===== src/common/cps_consts.svh =====
// constants for the program sequencer: widths, vectors, status layout, opcode groups
`ifndef CPS_CONSTS_SVH
`define CPS_CONSTS_SVH

`define CPS_AW 12
`define CPS_DW 8
`define CPS_NGPR 8
`define CPS_RSEL_W 3
`define CPS_STK_DEPTH 7
`define CPS_SP_W 3

`define CPS_PC_RESET 12'h000
`define CPS_INT_VEC 12'h002
`define CPS_RESET_MIN_CYC 3

`define CPS_SW_C 7
`define CPS_SW_D 6
`define CPS_SW_I 5
`define CPS_SW_A 4
`define CPS_SW_H 3

`define CPS_BCD_LIMIT 5'h09
`define CPS_BCD_ADJ 5'h06

`define CPS_GRP_MISC 4'h0
`define CPS_GRP_INCDEC 4'h1
`define CPS_GRP_JIN_INP 4'h2
`define CPS_GRP_OUT_STA 4'h3
`define CPS_GRP_ARITH 4'h4
`define CPS_GRP_CMP_AND 4'h5
`define CPS_GRP_LDA 4'h6
`define CPS_GRP_JMP 4'h8
`define CPS_GRP_JSR 4'h9
`define CPS_GRP_JCOND 4'hA
`define CPS_GRP_LDI 4'hB

`define CPS_MISC_RET 4'h1
`define CPS_MISC_SETD 4'h2
`define CPS_MISC_CLRD 4'h3
`define CPS_MISC_EI 4'h4
`define CPS_MISC_DI 4'h5
`define CPS_MISC_RDST 4'h6

`define CPS_CC_ACC0 2'h0
`define CPS_CC_ACC1 2'h1
`define CPS_CC_C1 2'h2

`endif


===== src/common/cps_pkg.sv =====
// types shared by the program sequencer modules
`include "cps_consts.svh"
package cps_pkg;
	typedef enum logic [1:0] {S_T1, S_T2, S_T3, S_T4} cps_state_e;
	typedef enum logic [1:0] {ALU_ADD, ALU_SUB, ALU_AND, ALU_CMP} cps_aluop_e;
	typedef struct packed {
		logic [`CPS_AW-1:0] addr;
		logic [`CPS_DW-1:0] data;
		logic data_oe;
		logic read_strobe_n;
		logic write_strobe_n;
	} cps_bus_s;
	typedef struct packed {
		logic o;
		logic oe;
	} cps_pin_s;
	typedef struct packed {
		logic c;
		logic d;
		logic i;
		logic h;
	} cps_flags_s;
endpackage


===== src/design/cps_alu.sv =====
// accumulator arithmetic: direct binary/bcd add and subtract, and, compare
`include "cps_consts.svh"
module cps_alu (
	// operands
	input wire logic [`CPS_DW-1:0] a,
	input wire logic [`CPS_DW-1:0] b,
	input wire cps_pkg::cps_aluop_e op,
	input wire logic decimal,
	// results
	output logic [`CPS_DW-1:0] res,
	output logic carry,
	output logic half
);
	import cps_pkg::*;

	// addition, digit-wise adjust in decimal mode
	wire [4:0] alo = {1'b0, a[3:0]} + {1'b0, b[3:0]};
	wire alo_adj = decimal && (alo > `CPS_BCD_LIMIT);
	wire [4:0] alo_fix = alo_adj ? alo + `CPS_BCD_ADJ : alo;
	wire ahc = alo[4] | alo_adj;
	wire [4:0] ahi = {1'b0, a[7:4]} + {1'b0, b[7:4]} + {4'h0, ahc};
	wire ahi_adj = decimal && (ahi > `CPS_BCD_LIMIT);
	wire [4:0] ahi_fix = ahi_adj ? ahi + `CPS_BCD_ADJ : ahi;
	wire acy = ahi[4] | ahi_adj;

	// direct subtraction, borrow out means negative
	wire [4:0] slo = {1'b0, a[3:0]} - {1'b0, b[3:0]};
	wire [4:0] slo_fix = (decimal && slo[4]) ? slo - `CPS_BCD_ADJ : slo;
	wire [4:0] shi = {1'b0, a[7:4]} - {1'b0, b[7:4]} - {4'h0, slo[4]};
	wire [4:0] shi_fix = (decimal && shi[4]) ? shi - `CPS_BCD_ADJ : shi;

	wire is_add = (op == ALU_ADD);
	wire is_and = (op == ALU_AND);

	assign res = is_add ? {ahi_fix[3:0], alo_fix[3:0]} : is_and ? (a & b) : {shi_fix[3:0], slo_fix[3:0]};
	assign carry = is_add ? acy : (!is_and && shi[4]);
	assign half = is_add ? ahc : (!is_and && slo[4]);
endmodule // cps_alu


===== src/design/cps_stack.sv =====
// seven-entry cascade return stack with level counter
`include "cps_consts.svh"
module cps_stack #(
	parameter int DEPTH = `CPS_STK_DEPTH,
	parameter int AW = `CPS_AW,
	parameter int SPW = `CPS_SP_W
) (
	// clock and reset
	input wire logic clk_sys,
	input wire logic nrst,
	// control
	input wire logic clear,
	input wire logic push,
	input wire logic pop,
	input wire logic [AW-1:0] push_val,
	// state
	output logic [AW-1:0] top,
	output logic [SPW-1:0] level
);
	import cps_pkg::*;

	logic [AW-1:0] ent_r [DEPTH];
	logic [AW-1:0] from_up [DEPTH];
	logic [AW-1:0] from_dn [DEPTH];
	logic [SPW-1:0] level_r;

	genvar gi;
	for (gi = 0; gi < DEPTH; gi++) begin : g_ent
		if (gi == 0) begin : g_first
			assign from_up[gi] = push_val;
		end else begin : g_mid
			assign from_up[gi] = ent_r[gi-1];
		end
		if (gi == DEPTH-1) begin : g_last
			assign from_dn[gi] = '0;
		end else begin : g_low
			assign from_dn[gi] = ent_r[gi+1];
		end
		always_ff @(posedge clk_sys or negedge nrst) begin
			if (!nrst)
				ent_r[gi] <= '0;
			else if (clear)
				ent_r[gi] <= '0;
			else if (push)
				ent_r[gi] <= from_up[gi];
			else if (pop)
				ent_r[gi] <= from_dn[gi];
		end
	end

	// an eighth push wraps the level; the oldest entry is lost
	always_ff @(posedge clk_sys or negedge nrst) begin
		if (!nrst)
			level_r <= '0;
		else if (clear)
			level_r <= '0;
		else if (push)
			level_r <= level_r + 1'b1;
		else if (pop && level_r != '0)
			level_r <= level_r - 1'b1;
	end

	assign top = ent_r[0];
	assign level = level_r;
endmodule // cps_stack


===== src/design/cps_sequencer.sv =====
// program sequencer core: fetch, jumps, calls, flags, interrupt and control bus
// Summary of operation
// - general register increment and decrement act on all twelve bits.
// - twelve-bit program counter steps past each fetched byte unless a jump loads it.
// - instruction bytes are fetched only over the external bus.
// - direct jump loads the twelve-bit target carried in the instruction.
// - indirect jump loads the twelve-bit value of the selected register.
// - taken conditional jump replaces low eight counter bits, keeps the page.
// - seven-entry internal stack; a call pushes the counter before loading the target.
// - three-bit stack level is kept and readable in the status word.
// - return pops the newest entry into the counter, level drops by one.
// - nesting depth is seven; an eighth push overflows and corrupts returns.
// - interrupt enabled and request low is taken at instruction end, with exceptions.
// - acknowledge forces a call to 002 and clears interrupt enable.
// - carry is carry out of bit 7; negative subtraction sets it.
// - half carry is carry out of bit 3.
// - accumulator flag shows nonzero, or a compare outcome for one instruction.
// - decimal mode adds and subtracts packed bcd, sums correct to 199.
// - status word packs carry, decimal, enable, accumulator, half carry, level.
// - clear held low at least three clocks empties stack and clears counter, D, I.
// - wait/sync is driven low in the last clock of every instruction.
// - wait/sync held low from outside stops the core before the next fetch.
// - write strobe goes low only while address and data are stable.
// - read strobe goes low with a valid address on the bus.
`include "cps_consts.svh"
module cps_sequencer (
	// clock and reset
	input wire logic clk_sys,
	input wire logic nrst,
	// control bus pins
	input wire logic chip_clear_n,
	input wire logic irq_n,
	input wire logic wait_sync_i,
	output cps_pkg::cps_pin_s wait_sync,
	// address and data bus
	input wire logic [`CPS_DW-1:0] data_i,
	output cps_pkg::cps_bus_s bus,
	// visible state
	output logic [`CPS_DW-1:0] status_word,
	output logic [`CPS_DW-1:0] acc
);
	import cps_pkg::*;

	cps_state_e st_r, st_nxt;
	logic mc_r, mc_nxt;
	logic [`CPS_AW-1:0] pc_r, pc_nxt, pc_go, push_pc;
	logic [`CPS_DW-1:0] ir_r, opr_r, acc_r;
	logic [`CPS_AW-1:0] gpr_r [`CPS_NGPR];
	cps_flags_s fl_r;
	logic cmp_show_r, cmp_res_r;
	logic [`CPS_AW-1:0] stk_top;
	logic [`CPS_SP_W-1:0] stk_level;
	logic [`CPS_DW-1:0] alu_res;
	logic alu_c, alu_h;
	cps_aluop_e alu_op;

	// instruction decode
	wire [3:0] grp = ir_r[7:4];
	wire sub = ir_r[3];
	wire [`CPS_RSEL_W-1:0] rs = ir_r[2:0];
	wire [`CPS_AW-1:0] reg_sel = gpr_r[rs];
	wire is_misc = (grp == `CPS_GRP_MISC);
	wire is_ret = is_misc && (ir_r[3:0] == `CPS_MISC_RET);
	wire is_setd = is_misc && (ir_r[3:0] == `CPS_MISC_SETD);
	wire is_clrd = is_misc && (ir_r[3:0] == `CPS_MISC_CLRD);
	wire is_ei = is_misc && (ir_r[3:0] == `CPS_MISC_EI);
	wire is_di = is_misc && (ir_r[3:0] == `CPS_MISC_DI);
	wire is_rdst = is_misc && (ir_r[3:0] == `CPS_MISC_RDST);
	wire is_inc = (grp == `CPS_GRP_INCDEC) && !sub;
	wire is_dec = (grp == `CPS_GRP_INCDEC) && sub;
	wire is_jin = (grp == `CPS_GRP_JIN_INP) && !sub;
	wire is_inp = (grp == `CPS_GRP_JIN_INP) && sub;
	wire is_out = (grp == `CPS_GRP_OUT_STA) && !sub;
	wire is_sta = (grp == `CPS_GRP_OUT_STA) && sub;
	wire is_arith = (grp == `CPS_GRP_ARITH);
	wire is_cmp = (grp == `CPS_GRP_CMP_AND) && !sub;
	wire is_and = (grp == `CPS_GRP_CMP_AND) && sub;
	wire is_lda = (grp == `CPS_GRP_LDA);
	wire is_jmp = (grp == `CPS_GRP_JMP);
	wire is_jsr = (grp == `CPS_GRP_JSR);
	wire is_jcond = (grp == `CPS_GRP_JCOND);
	wire is_ldi = (grp == `CPS_GRP_LDI);
	wire is_alu = is_arith || is_cmp || is_and;
	wire two_byte = is_jmp || is_jsr || is_jcond || is_ldi;
	wire need_m2 = two_byte || (fl_r.d && is_arith);

	// cycle position
	wire in_t12 = (st_r == S_T1) || (st_r == S_T2);
	wire in_t34 = (st_r == S_T3) || (st_r == S_T4);
	wire stall = (st_r == S_T1) && !wait_sync_i;
	wire fetching = in_t12 && !stall && (!mc_r || two_byte);
	wire last_t4 = (st_r == S_T4) && (mc_r || !need_m2);
	wire exec = last_t4;
	wire io_phase = in_t34 && !mc_r;

	// accumulator flag and conditions
	wire acc_flag = cmp_show_r ? cmp_res_r : (acc_r != '0);
	wire cond_ok = (ir_r[1:0] == `CPS_CC_ACC0) ? !acc_flag :
		(ir_r[1:0] == `CPS_CC_ACC1) ? acc_flag :
		(ir_r[1:0] == `CPS_CC_C1) ? fl_r.c : !fl_r.c;

	// calls and returns are not interrupted at their own end
	wire int_block = is_jsr || is_ret || is_ei;
	wire take_int = exec && fl_r.i && !irq_n && !int_block;
	wire stk_push = (exec && is_jsr) || take_int;
	wire stk_pop = exec && is_ret && !take_int;
	wire clr = !chip_clear_n;

	assign alu_op = is_cmp ? ALU_CMP : is_and ? ALU_AND : sub ? ALU_SUB : ALU_ADD;

	cps_alu u_alu (
		.a(acc_r),
		.b(reg_sel[`CPS_DW-1:0]),
		.op(alu_op),
		.decimal(fl_r.d),
		.res(alu_res),
		.carry(alu_c),
		.half(alu_h)
	);

	cps_stack u_stack (
		.clk_sys(clk_sys),
		.nrst(nrst),
		.clear(clr),
		.push(stk_push),
		.pop(stk_pop),
		.push_val(push_pc),
		.top(stk_top),
		.level(stk_level)
	);

	// program counter next value
	always_comb begin
		pc_go = pc_r;
		if (fetching && st_r == S_T2)
			pc_go = pc_r + 12'h001;
		if (exec) begin
			if (is_jin)
				pc_go = reg_sel;
			else if (is_jmp || is_jsr)
				pc_go = {ir_r[3:0], opr_r};
			else if (is_jcond && cond_ok)
				pc_go = {pc_r[`CPS_AW-1:8], opr_r};
			else if (is_ret)
				pc_go = stk_top;
		end
	end
	// an interrupt returns to where the finished instruction was heading
	assign pc_nxt = take_int ? `CPS_INT_VEC : pc_go;
	assign push_pc = take_int ? pc_go : pc_r;

	// state sequence T1..T4, second machine cycle when needed
	always_comb begin
		st_nxt = st_r;
		mc_nxt = mc_r;
		case (st_r)
			S_T1: begin
				if (!stall)
					st_nxt = S_T2;
			end
			S_T2: st_nxt = S_T3;
			S_T3: st_nxt = S_T4;
			S_T4: begin
				st_nxt = S_T1;
				mc_nxt = !last_t4;
			end
			default: st_nxt = S_T1;
		endcase
	end

	always_ff @(posedge clk_sys or negedge nrst) begin
		if (!nrst) begin
			st_r <= S_T1;
			mc_r <= 1'b0;
			pc_r <= `CPS_PC_RESET;
		end else if (clr) begin
			st_r <= S_T1;
			mc_r <= 1'b0;
			pc_r <= `CPS_PC_RESET;
		end else begin
			st_r <= st_nxt;
			mc_r <= mc_nxt;
			pc_r <= pc_nxt;
		end
	end

	// fetched bytes, sampled in T2 while read strobe is low
	always_ff @(posedge clk_sys or negedge nrst) begin
		if (!nrst) begin
			ir_r <= '0;
			opr_r <= '0;
		end else if (fetching && st_r == S_T2) begin
			if (!mc_r)
				ir_r <= data_i;
			else
				opr_r <= data_i;
		end
	end

	// general registers, twelve bits wide
	always_ff @(posedge clk_sys or negedge nrst) begin
		if (!nrst) begin
			for (int i = 0; i < `CPS_NGPR; i++)
				gpr_r[i] <= '0;
		end else if (exec && !clr) begin
			if (is_inc)
				gpr_r[rs] <= reg_sel + 12'h001;
			else if (is_dec)
				gpr_r[rs] <= reg_sel - 12'h001;
			else if (is_sta)
				gpr_r[rs][`CPS_DW-1:0] <= acc_r;
		end
	end

	// accumulator
	always_ff @(posedge clk_sys or negedge nrst) begin
		if (!nrst)
			acc_r <= '0;
		else if (clr)
			acc_r <= '0;
		else if (is_inp && io_phase && st_r == S_T4)
			acc_r <= data_i;
		else if (exec && (is_arith || is_and))
			acc_r <= alu_res;
		else if (exec && is_lda)
			acc_r <= reg_sel[`CPS_DW-1:0];
		else if (exec && is_ldi)
			acc_r <= opr_r;
		else if (exec && is_rdst)
			acc_r <= status_word;
	end

	// status flags
	always_ff @(posedge clk_sys or negedge nrst) begin
		if (!nrst) begin
			fl_r <= '0;
			cmp_show_r <= 1'b0;
			cmp_res_r <= 1'b0;
		end else if (clr) begin
			fl_r <= '0;
			cmp_show_r <= 1'b0;
			cmp_res_r <= 1'b0;
		end else if (exec) begin
			if (is_alu) begin
				fl_r.c <= alu_c;
				fl_r.h <= alu_h;
			end
			if (is_setd)
				fl_r.d <= 1'b1;
			else if (is_clrd)
				fl_r.d <= 1'b0;
			if (take_int)
				fl_r.i <= 1'b0;
			else if (is_ei)
				fl_r.i <= 1'b1;
			else if (is_di)
				fl_r.i <= 1'b0;
			cmp_show_r <= is_cmp;
			if (is_cmp)
				cmp_res_r <= (alu_res != '0);
		end
	end

	// status word layout
	always_comb begin
		status_word = '0;
		status_word[`CPS_SW_C] = fl_r.c;
		status_word[`CPS_SW_D] = fl_r.d;
		status_word[`CPS_SW_I] = fl_r.i;
		status_word[`CPS_SW_A] = acc_flag;
		status_word[`CPS_SW_H] = fl_r.h;
		status_word[`CPS_SP_W-1:0] = stk_level;
	end
	assign acc = acc_r;

	// external bus
	assign bus.addr = (io_phase && (is_inp || is_out)) ? reg_sel : pc_r;
	assign bus.data = acc_r;
	assign bus.data_oe = io_phase && is_out;
	assign bus.read_strobe_n = !(fetching || (io_phase && is_inp));
	assign bus.write_strobe_n = !(io_phase && is_out && st_r == S_T4);
	assign wait_sync.o = 1'b0;
	assign wait_sync.oe = last_t4;
endmodule // cps_sequencer


===== config.mk =====
export PLATFORM = sky130hd
export DESIGN_NAME = cps_sequencer
export DESIGN_NICKNAME = d
export VERILOG_FILES = /design/src/common/cps_pkg.sv /design/src/design/cps_alu.sv /design/src/design/cps_stack.sv /design/src/design/cps_sequencer.sv
export VERILOG_INCLUDE_DIRS = /design/src /design/src/common
export SDC_FILE = /design/constraint.sdc
export NUM_CORES = 1
export LEC_CHECK = 0
export BUFFER_PORTS_ARGS = -buffer_cell sky130_fd_sc_hd__buf_2
export CORE_MARGIN = 2
export CORE_UTILIZATION = 33
export CTS_CLUSTER_SIZE = 8
export DETAILED_ROUTE_END_ITERATION = 10
export PLACE_DENSITY = 0.57
export SYNTH_ARGS = -nofsm -noshare
export SYNTH_HDL_FRONTEND = slang
export SYNTH_HIERARCHICAL = 1
export SYNTH_SLANG_ARGS = --single-unit

===== constraint.sdc =====
create_clock -name clk_sys -period 7.1 [get_ports clk_sys]
set_input_delay 0.71 -clock clk_sys [delete_from_list [all_inputs] [get_ports clk_sys]]
set_output_delay 0.71 -clock clk_sys [all_outputs]
set_load 0.005 [all_outputs]

* Yosys cells after proc, flatten, opt, wreduce, memory -nomap -nowiden
Cells that the tools add are included.
Operators by class: reductions and logical operators 91, add/subtract/negate cells 15, equal/unequal tests 32, bitwise logic cells 5, muxes and demuxes 87, $lt $le $gt $ge 4
Operators by type and width (number):
- $mux W12 | 34
- $bwmux W96 | 3
- $mux W96 | 3
- $demux W12 S3 | 2
- $mux W8 | 9
- $logic_and A1 B1 Y1 | 46
- $bmux W12 S3 | 1
- $add A12 B1 Y12 const B | 2
- $eq A4 B3 Y1 const B | 6
- $mux W4 | 6
- $mux W1 | 21
- $eq A4 B2 Y1 const B | 4
- $eq A4 B4 Y1 const B | 4
- $logic_or A1 B1 Y1 | 16
- $reduce_bool A8 Y1 | 2
- $logic_not A1 Y1 | 14
- $reduce_and A2 Y1 | 7
- $sub A12 B1 Y12 const B | 1
- $add A4 B4 Y5 | 2
- $gt A5 B4 Y1 const B | 2
- $sub A4 B4 Y5 | 2
- $mux W3 | 3
- $ne A3 B1 Y1 const B | 3
- $add A4 B3 Y4 const B | 2
- other kinds (23) | 39
Word-level totals: logic and storage cells 262, flip-flop bits (word level) 228, output and inout bits 41

* Depth between registers and ports, before layout
depth after elaboration 17, depth in mapped cells 30, depth with buffers taken out 26

* Hierarchy
The synthesis kept the hierarchy.
By module, submodules not included:
- cps_sequencer | times used 1, seq. area each 3528.4 um^2, cells each 915, area an instance 8287.9 um^2
- cps_stack | times used 1, seq. area each 2177.1 um^2, cells each 397, area an instance 4538.1 um^2
- cps_alu | times used 1, seq. area each 0.0 um^2, cells each 171, area an instance 1343.8 um^2

* Worst setup path before layout
No wires, ideal clock.
path type register to register, start reg ir_r[0], end reg cmp_res_r, data arrival time 5409 ps, library setup time 121 ps, stages on the path, launching flop included 26, period minus slack after synthesis 5529 ps, slack 1571 ps, cells stage by stage dfrtp_1 > buf_4 > buf_12 > mux4_2 > mux2i_1 > inv_1 > ha_1 > inv_1 > fa_1 > ha_1 > a221o_1 > nand2_1 > a211oi_2 > fa_1 > inv_1 > fa_1 > inv_1 > ha_1 > o21ai_0 > and3_1 > o221ai_1 > o311ai_0 > nor4_1 > a21oi_1 > a21oi_1 > nor2_1
Between the ends: word-level cells in the longest chain between the ends 17, elaborated cells on any way between the ends 32, those cells by class add/sub: 10; order compare: 2; mux: 12; bitwise: 3; reduce/logical: 5
Ends and longest elaborated chain:
- from (decl) | RTL line cps_sequencer.sv:47 | logic [`CPS_DW-1:0] ir_r, opr_r, acc_r;
- from (signal assigned) | RTL line cps_sequencer.sv:194 | ir_r <= data_i;
- $not A3 Y4 (implied by the code) * | RTL line cps_sequencer.sv:61 | wire [`CPS_AW-1:0] reg_sel = gpr_r[rs];
- $bmux W12 S3 * | RTL line cps_sequencer.sv:61
- $mux W12 (implied by the code) * (2 in a row) | RTL line cps_sequencer.sv:61
- via reg_sel[0] | RTL line cps_sequencer.sv:61
- $add A4 B4 Y5 | RTL line cps_alu.sv:17 | wire [4:0] alo = {1'b0, a[3:0]} + {1'b0, b[3:0]};
- $gt A5 B4 Y1 (no source line)
- $logic_and A1 B1 Y1 | RTL line cps_alu.sv:18 | wire alo_adj = decimal && (alo > `CPS_BCD_LIMIT);
- $or A1 B1 Y1 | RTL line cps_alu.sv:20 | wire ahc = alo[4] | alo_adj;
- [2 not listed]
- $logic_and A1 B1 Y1 | RTL line cps_alu.sv:22 | wire ahi_adj = decimal && (ahi > `CPS_BCD_LIMIT);
- $mux W4 | RTL line cps_alu.sv:23 | wire [4:0] ahi_fix = ahi_adj ? ahi + `CPS_BCD_ADJ : ahi;
- $mux W8 * | RTL line cps_alu.sv:35 | assign res = is_add ? {ahi_fix[3:0], alo_fix[3:0]} : is_and ? (a & b) : {shi_fix[3:0], slo_fix[3:0]};
- via alu_res[6] | RTL line cps_sequencer.sv:53 | logic [`CPS_DW-1:0] alu_res;
- $reduce_bool A8 Y1 * | RTL line cps_sequencer.sv:260 | cmp_res_r <= (alu_res != '0);
- $mux W1 * | RTL line cps_sequencer.sv:259 | if (is_cmp)
- $mux W1 * | RTL line cps_sequencer.sv:243 | end else if (exec) begin
- $mux W1 * | RTL line cps_sequencer.sv:239 | end else if (clr) begin
- to (signal assigned) | RTL line cps_sequencer.sv:260
- to (decl) | RTL line cps_sequencer.sv:50 | logic cmp_show_r, cmp_res_r;
Mark *: on every way through the listed nets, which the timed path passes. The rest lies on a longest branch. The select of a mux whose other input is x is not followed. A chain may end at the register's enable or synchronous reset.

* Final worst setup path
Same ends and word-level chain as after synthesis.

==> metrics.csv <==
stage;metric;value;unit
clock_network;cts.repair.resized;0;
die;rows;75;
sta;hold_viol_final;0;
sta;fin_ws;0.574;ns
grt;grt.overflow.total;0;
sta;slew_headroom;22.3;%
cells_and_area;finish.utilization;37.0;%
power_and_ir_drop;power.density;316;nW/µm²
clock_network;holdBufCountCts;0;
logic_synthesis;ys_ff_latch;228;
hold_path;hold_class;input port to asynchronous set/reset pin;
die;pin_count;54;
cells_and_area;n_fill_cell;4244;
logic_synthesis;synth_top_area_share;40.3;%
setup_path;crit_path_end_kind;register;
setup_path;r2r-start;ir_r[0];
sta;clock.fmax;0.153;GHz
cells_and_area;nets;1530;
grt;antenna_found_initial;1;
logic_synthesis;synth_top_area_cell;dfrtp_1;
setup_path;crit_type;register to register;
cells_and_area;regArea;5710;µm²
clock_network;cts_buffers;34;
drt;wire_per_inst;19.6;µm
placement;pre_cts_slack;0.653;ns
logic_synthesis;synth.avg_cell_area;9.55;µm²
drt;route.detailed.drc;0;
clock_network;clock_latency;0.52;ns
die;dieArea;44600;µm²
setup_path;reg2reg_to;cmp_res_r;
logic_synthesis;synth-edff-count;0;
logic_synthesis;async_flop_share;100;%
sta;grt_setup_unrepaired;no;
drt;antenna_left;0;
clock_network;cts.sinks;228;
cells_and_area;drive_gt1_share;17.5;%
sta;slew_viol_final;0;
sta;whs;0.232;ns
die;coreArea;42100;µm²
clock_network;cts_setup_buffers;0;
logic_synthesis;synth_compound_area_share;14.9;%
power_and_ir_drop;power.leakage;0.00667;µW
setup_path;start_kind;register;
grt;grt_first_pass_wirelength;63000;µm
power_and_ir_drop;fin_total_pwr;4930;µW
drt;drt-total-wl;39700;µm
logic_synthesis;muxShareOfSynthArea;18.3;%
flow_run;timing.max_cap.violations;0;
sta;period_needed;6.53;ns
grt;grt_max_degree;128;
drt;dr.pass1.iters;5;
sta;tightest_slew;1.16;ns
cells_and_area;multiInputGateArea;7680;µm²
logic_synthesis;synth_cells;1483;
setup_path;worst-r2r-cell-count;24;
logic_synthesis;synth_seq_area_share;40.3;%
drt;viasPerCell;5.45;
setup_path;r2r_slack;0.57;ns
power_and_ir_drop;ir_drop;187;µV
setup_path;arrival;6.86;ns
logic_synthesis;synth-main-ff-cell;dfrtp_1;
clock_network;clockRootBuffer;clkbuf_16;
logic_synthesis;synth_area_leaders;dfrtp_1 40%, mux2_2 8.3%, mux2i_1 7.4%;
sta;finalSetupViolations;0;
die;fp.dieW;211;µm
logic_synthesis;synth_xor_area_share;2.04;%
logic_synthesis;synthAdderAreaFrac;3.99;%
cells_and_area;syn2layout_area_growth;10.1;%
clock_network;path_clk_slew;0.05;ns
drt;dr.first_iter.drc_count;851;
setup_path;worstPathMaxFanout;27;
die;dieHeight;211;µm
logic_synthesis;synth_top_family_by_area;multiplexers;
grt;grt_pass1_vias;10900;
die;start_util;33.6;%
placement;io_buffer_count;52;
placement;dp_hpwl;27200;µm
clock_network;clk_path_buf_depth;3;
logic_synthesis;syn_area;14200;µm²
clock_network;cts-htree-levels;2;
logic_synthesis;yosys.cell_count.top_type;dfrtp_1;
setup_path;critPathRequiredTime;7.44;ns
logic_synthesis;yosys-top-cells-count;228 x dfrtp_1, 159 x nand2_1, 157 x nor2_1;
sta;period_share;91.9;%
logic_synthesis;yosys_warnings;6;
drt;vias;11000;
logic_synthesis;ys_types;89;
logic_synthesis;syn_nets;1537;
run_status;status;finished clean;
logic_synthesis;synth-simple-area-share;14.8;%
sta;fin_skew;0.0302;ns
clock_network;tritoncts;done;
sta;fin_tns_setup;0;ns
grt;track_usage;17.9;%
placement;gp_congestion;0.873;
[worst max-delay path, stage by stage (launching register included)]
cell and delay, ns:
dfrtp_2 0.78, mux4_2 0.58, mux2i_1 0.36, inv_1 0.24, ha_1 0.26, inv_1 0.07, fa_1 0.47, ha_1 0.21
nand2b_1 0.07, a221o_1 0.16, nand2_1 0.14, a211oi_2 0.33, fa_1 0.25, inv_1 0.05, fa_1 0.39, xor2_1 0.33
ha_1 0.25, o21ai_0 0.12, and3_1 0.21, o221ai_1 0.18, o311ai_0 0.23, nor4_1 0.34, a21oi_1 0.11, a21oi_1 0.13
nor2_1 0.05
[cell usage in the layout, fill, tap and decap left out, types with 25 or more instances in the layout]
cell       count
a21oi_1       52
buf_2         51
clkbuf_16     35
dfrtp_1      227
ha_1          34
inv_1         46
mux2_2       105
mux2i_1      105
nand2_1      159
nand3_1       25
nor2_1       156
o21ai_0      132
[stage by stage]
step	area, µm²	cells
after floorplan	14200	1483
after global placement	14700	1979
after detailed placement	14700	1979
after CTS	15600	2019
after global routing	15600	2019
final	15600	2020
[worst max-delay path by stage]
stage | start | end | slack, ns
CTS | ir_r[0] | cmp_res_r | 0.62
global route | ir_r[0] | cmp_res_r | 0.03
detailed placement | ir_r[0] | cmp_res_r | 0.65
global placement | ir_r[0] | cmp_res_r | 0.66
finish | ir_r[0] | cmp_res_r | 0.57
floorplan | ir_r[0] | cmp_res_r | 1.57
[layer usage]
metal	GRT usage, %	vias up	share of wire [%]
met1	24.5	5422	46
met3	2.56	73	4.7
met2	28.5	279	46
li1	-	5226	-
met5	0	-	0.033
met4	7.02	2	3.4
[sequential cells by signal (all words and copies together) (netlist names)]
| name | count |
|---|---|
| mc_r | 1 |
| pc_r | 12 |
| status_word | 4 |
| st_r | 2 |
| u_stack/ent_r | 72 |
| acc | 8 |
| cmp_show_r | 1 |
| u_stack/level | 3 |
| u_stack/top | 12 |
| opr_r | 8 |
| ir_r | 8 |
| gpr_r | 96 |
| cmp_res_r | 1 |
[area by class of cell]
cell class	count	area share, %
inverters	51	1.23
clock buffers	37	5.66
diodes	1	0.0160
flip-flops and latches	228	36.6
well taps	539	4.32
multi-input cells	1092	49.2
repair buffers	69	2.71
clock inverters	3	0.241
[report_power, final]
part | switching, µW | leakage (µW) | internal [µW]
clock network | 566 | 0.000451 | 874
logic | 1280 | 0.00306 | 705
registers | 147 | 0.00316 | 1360
total | 1990 | 0.00667 | 2930
[cells by family after synthesis]
| family | Yosys count |
|---|---|
| AND/OR/NAND/NOR | 460 |
| AO/OA/AOI/OAI | 326 |
| flip-flops | 228 |
| XOR/XNOR | 33 |
| adder cells (fa/ha/maj) | 41 |
| other | 1 |
| multiplexers | 231 |
| buffers and inverters | 163 |
Note: power is estimated with default switching activity, not from simulation.
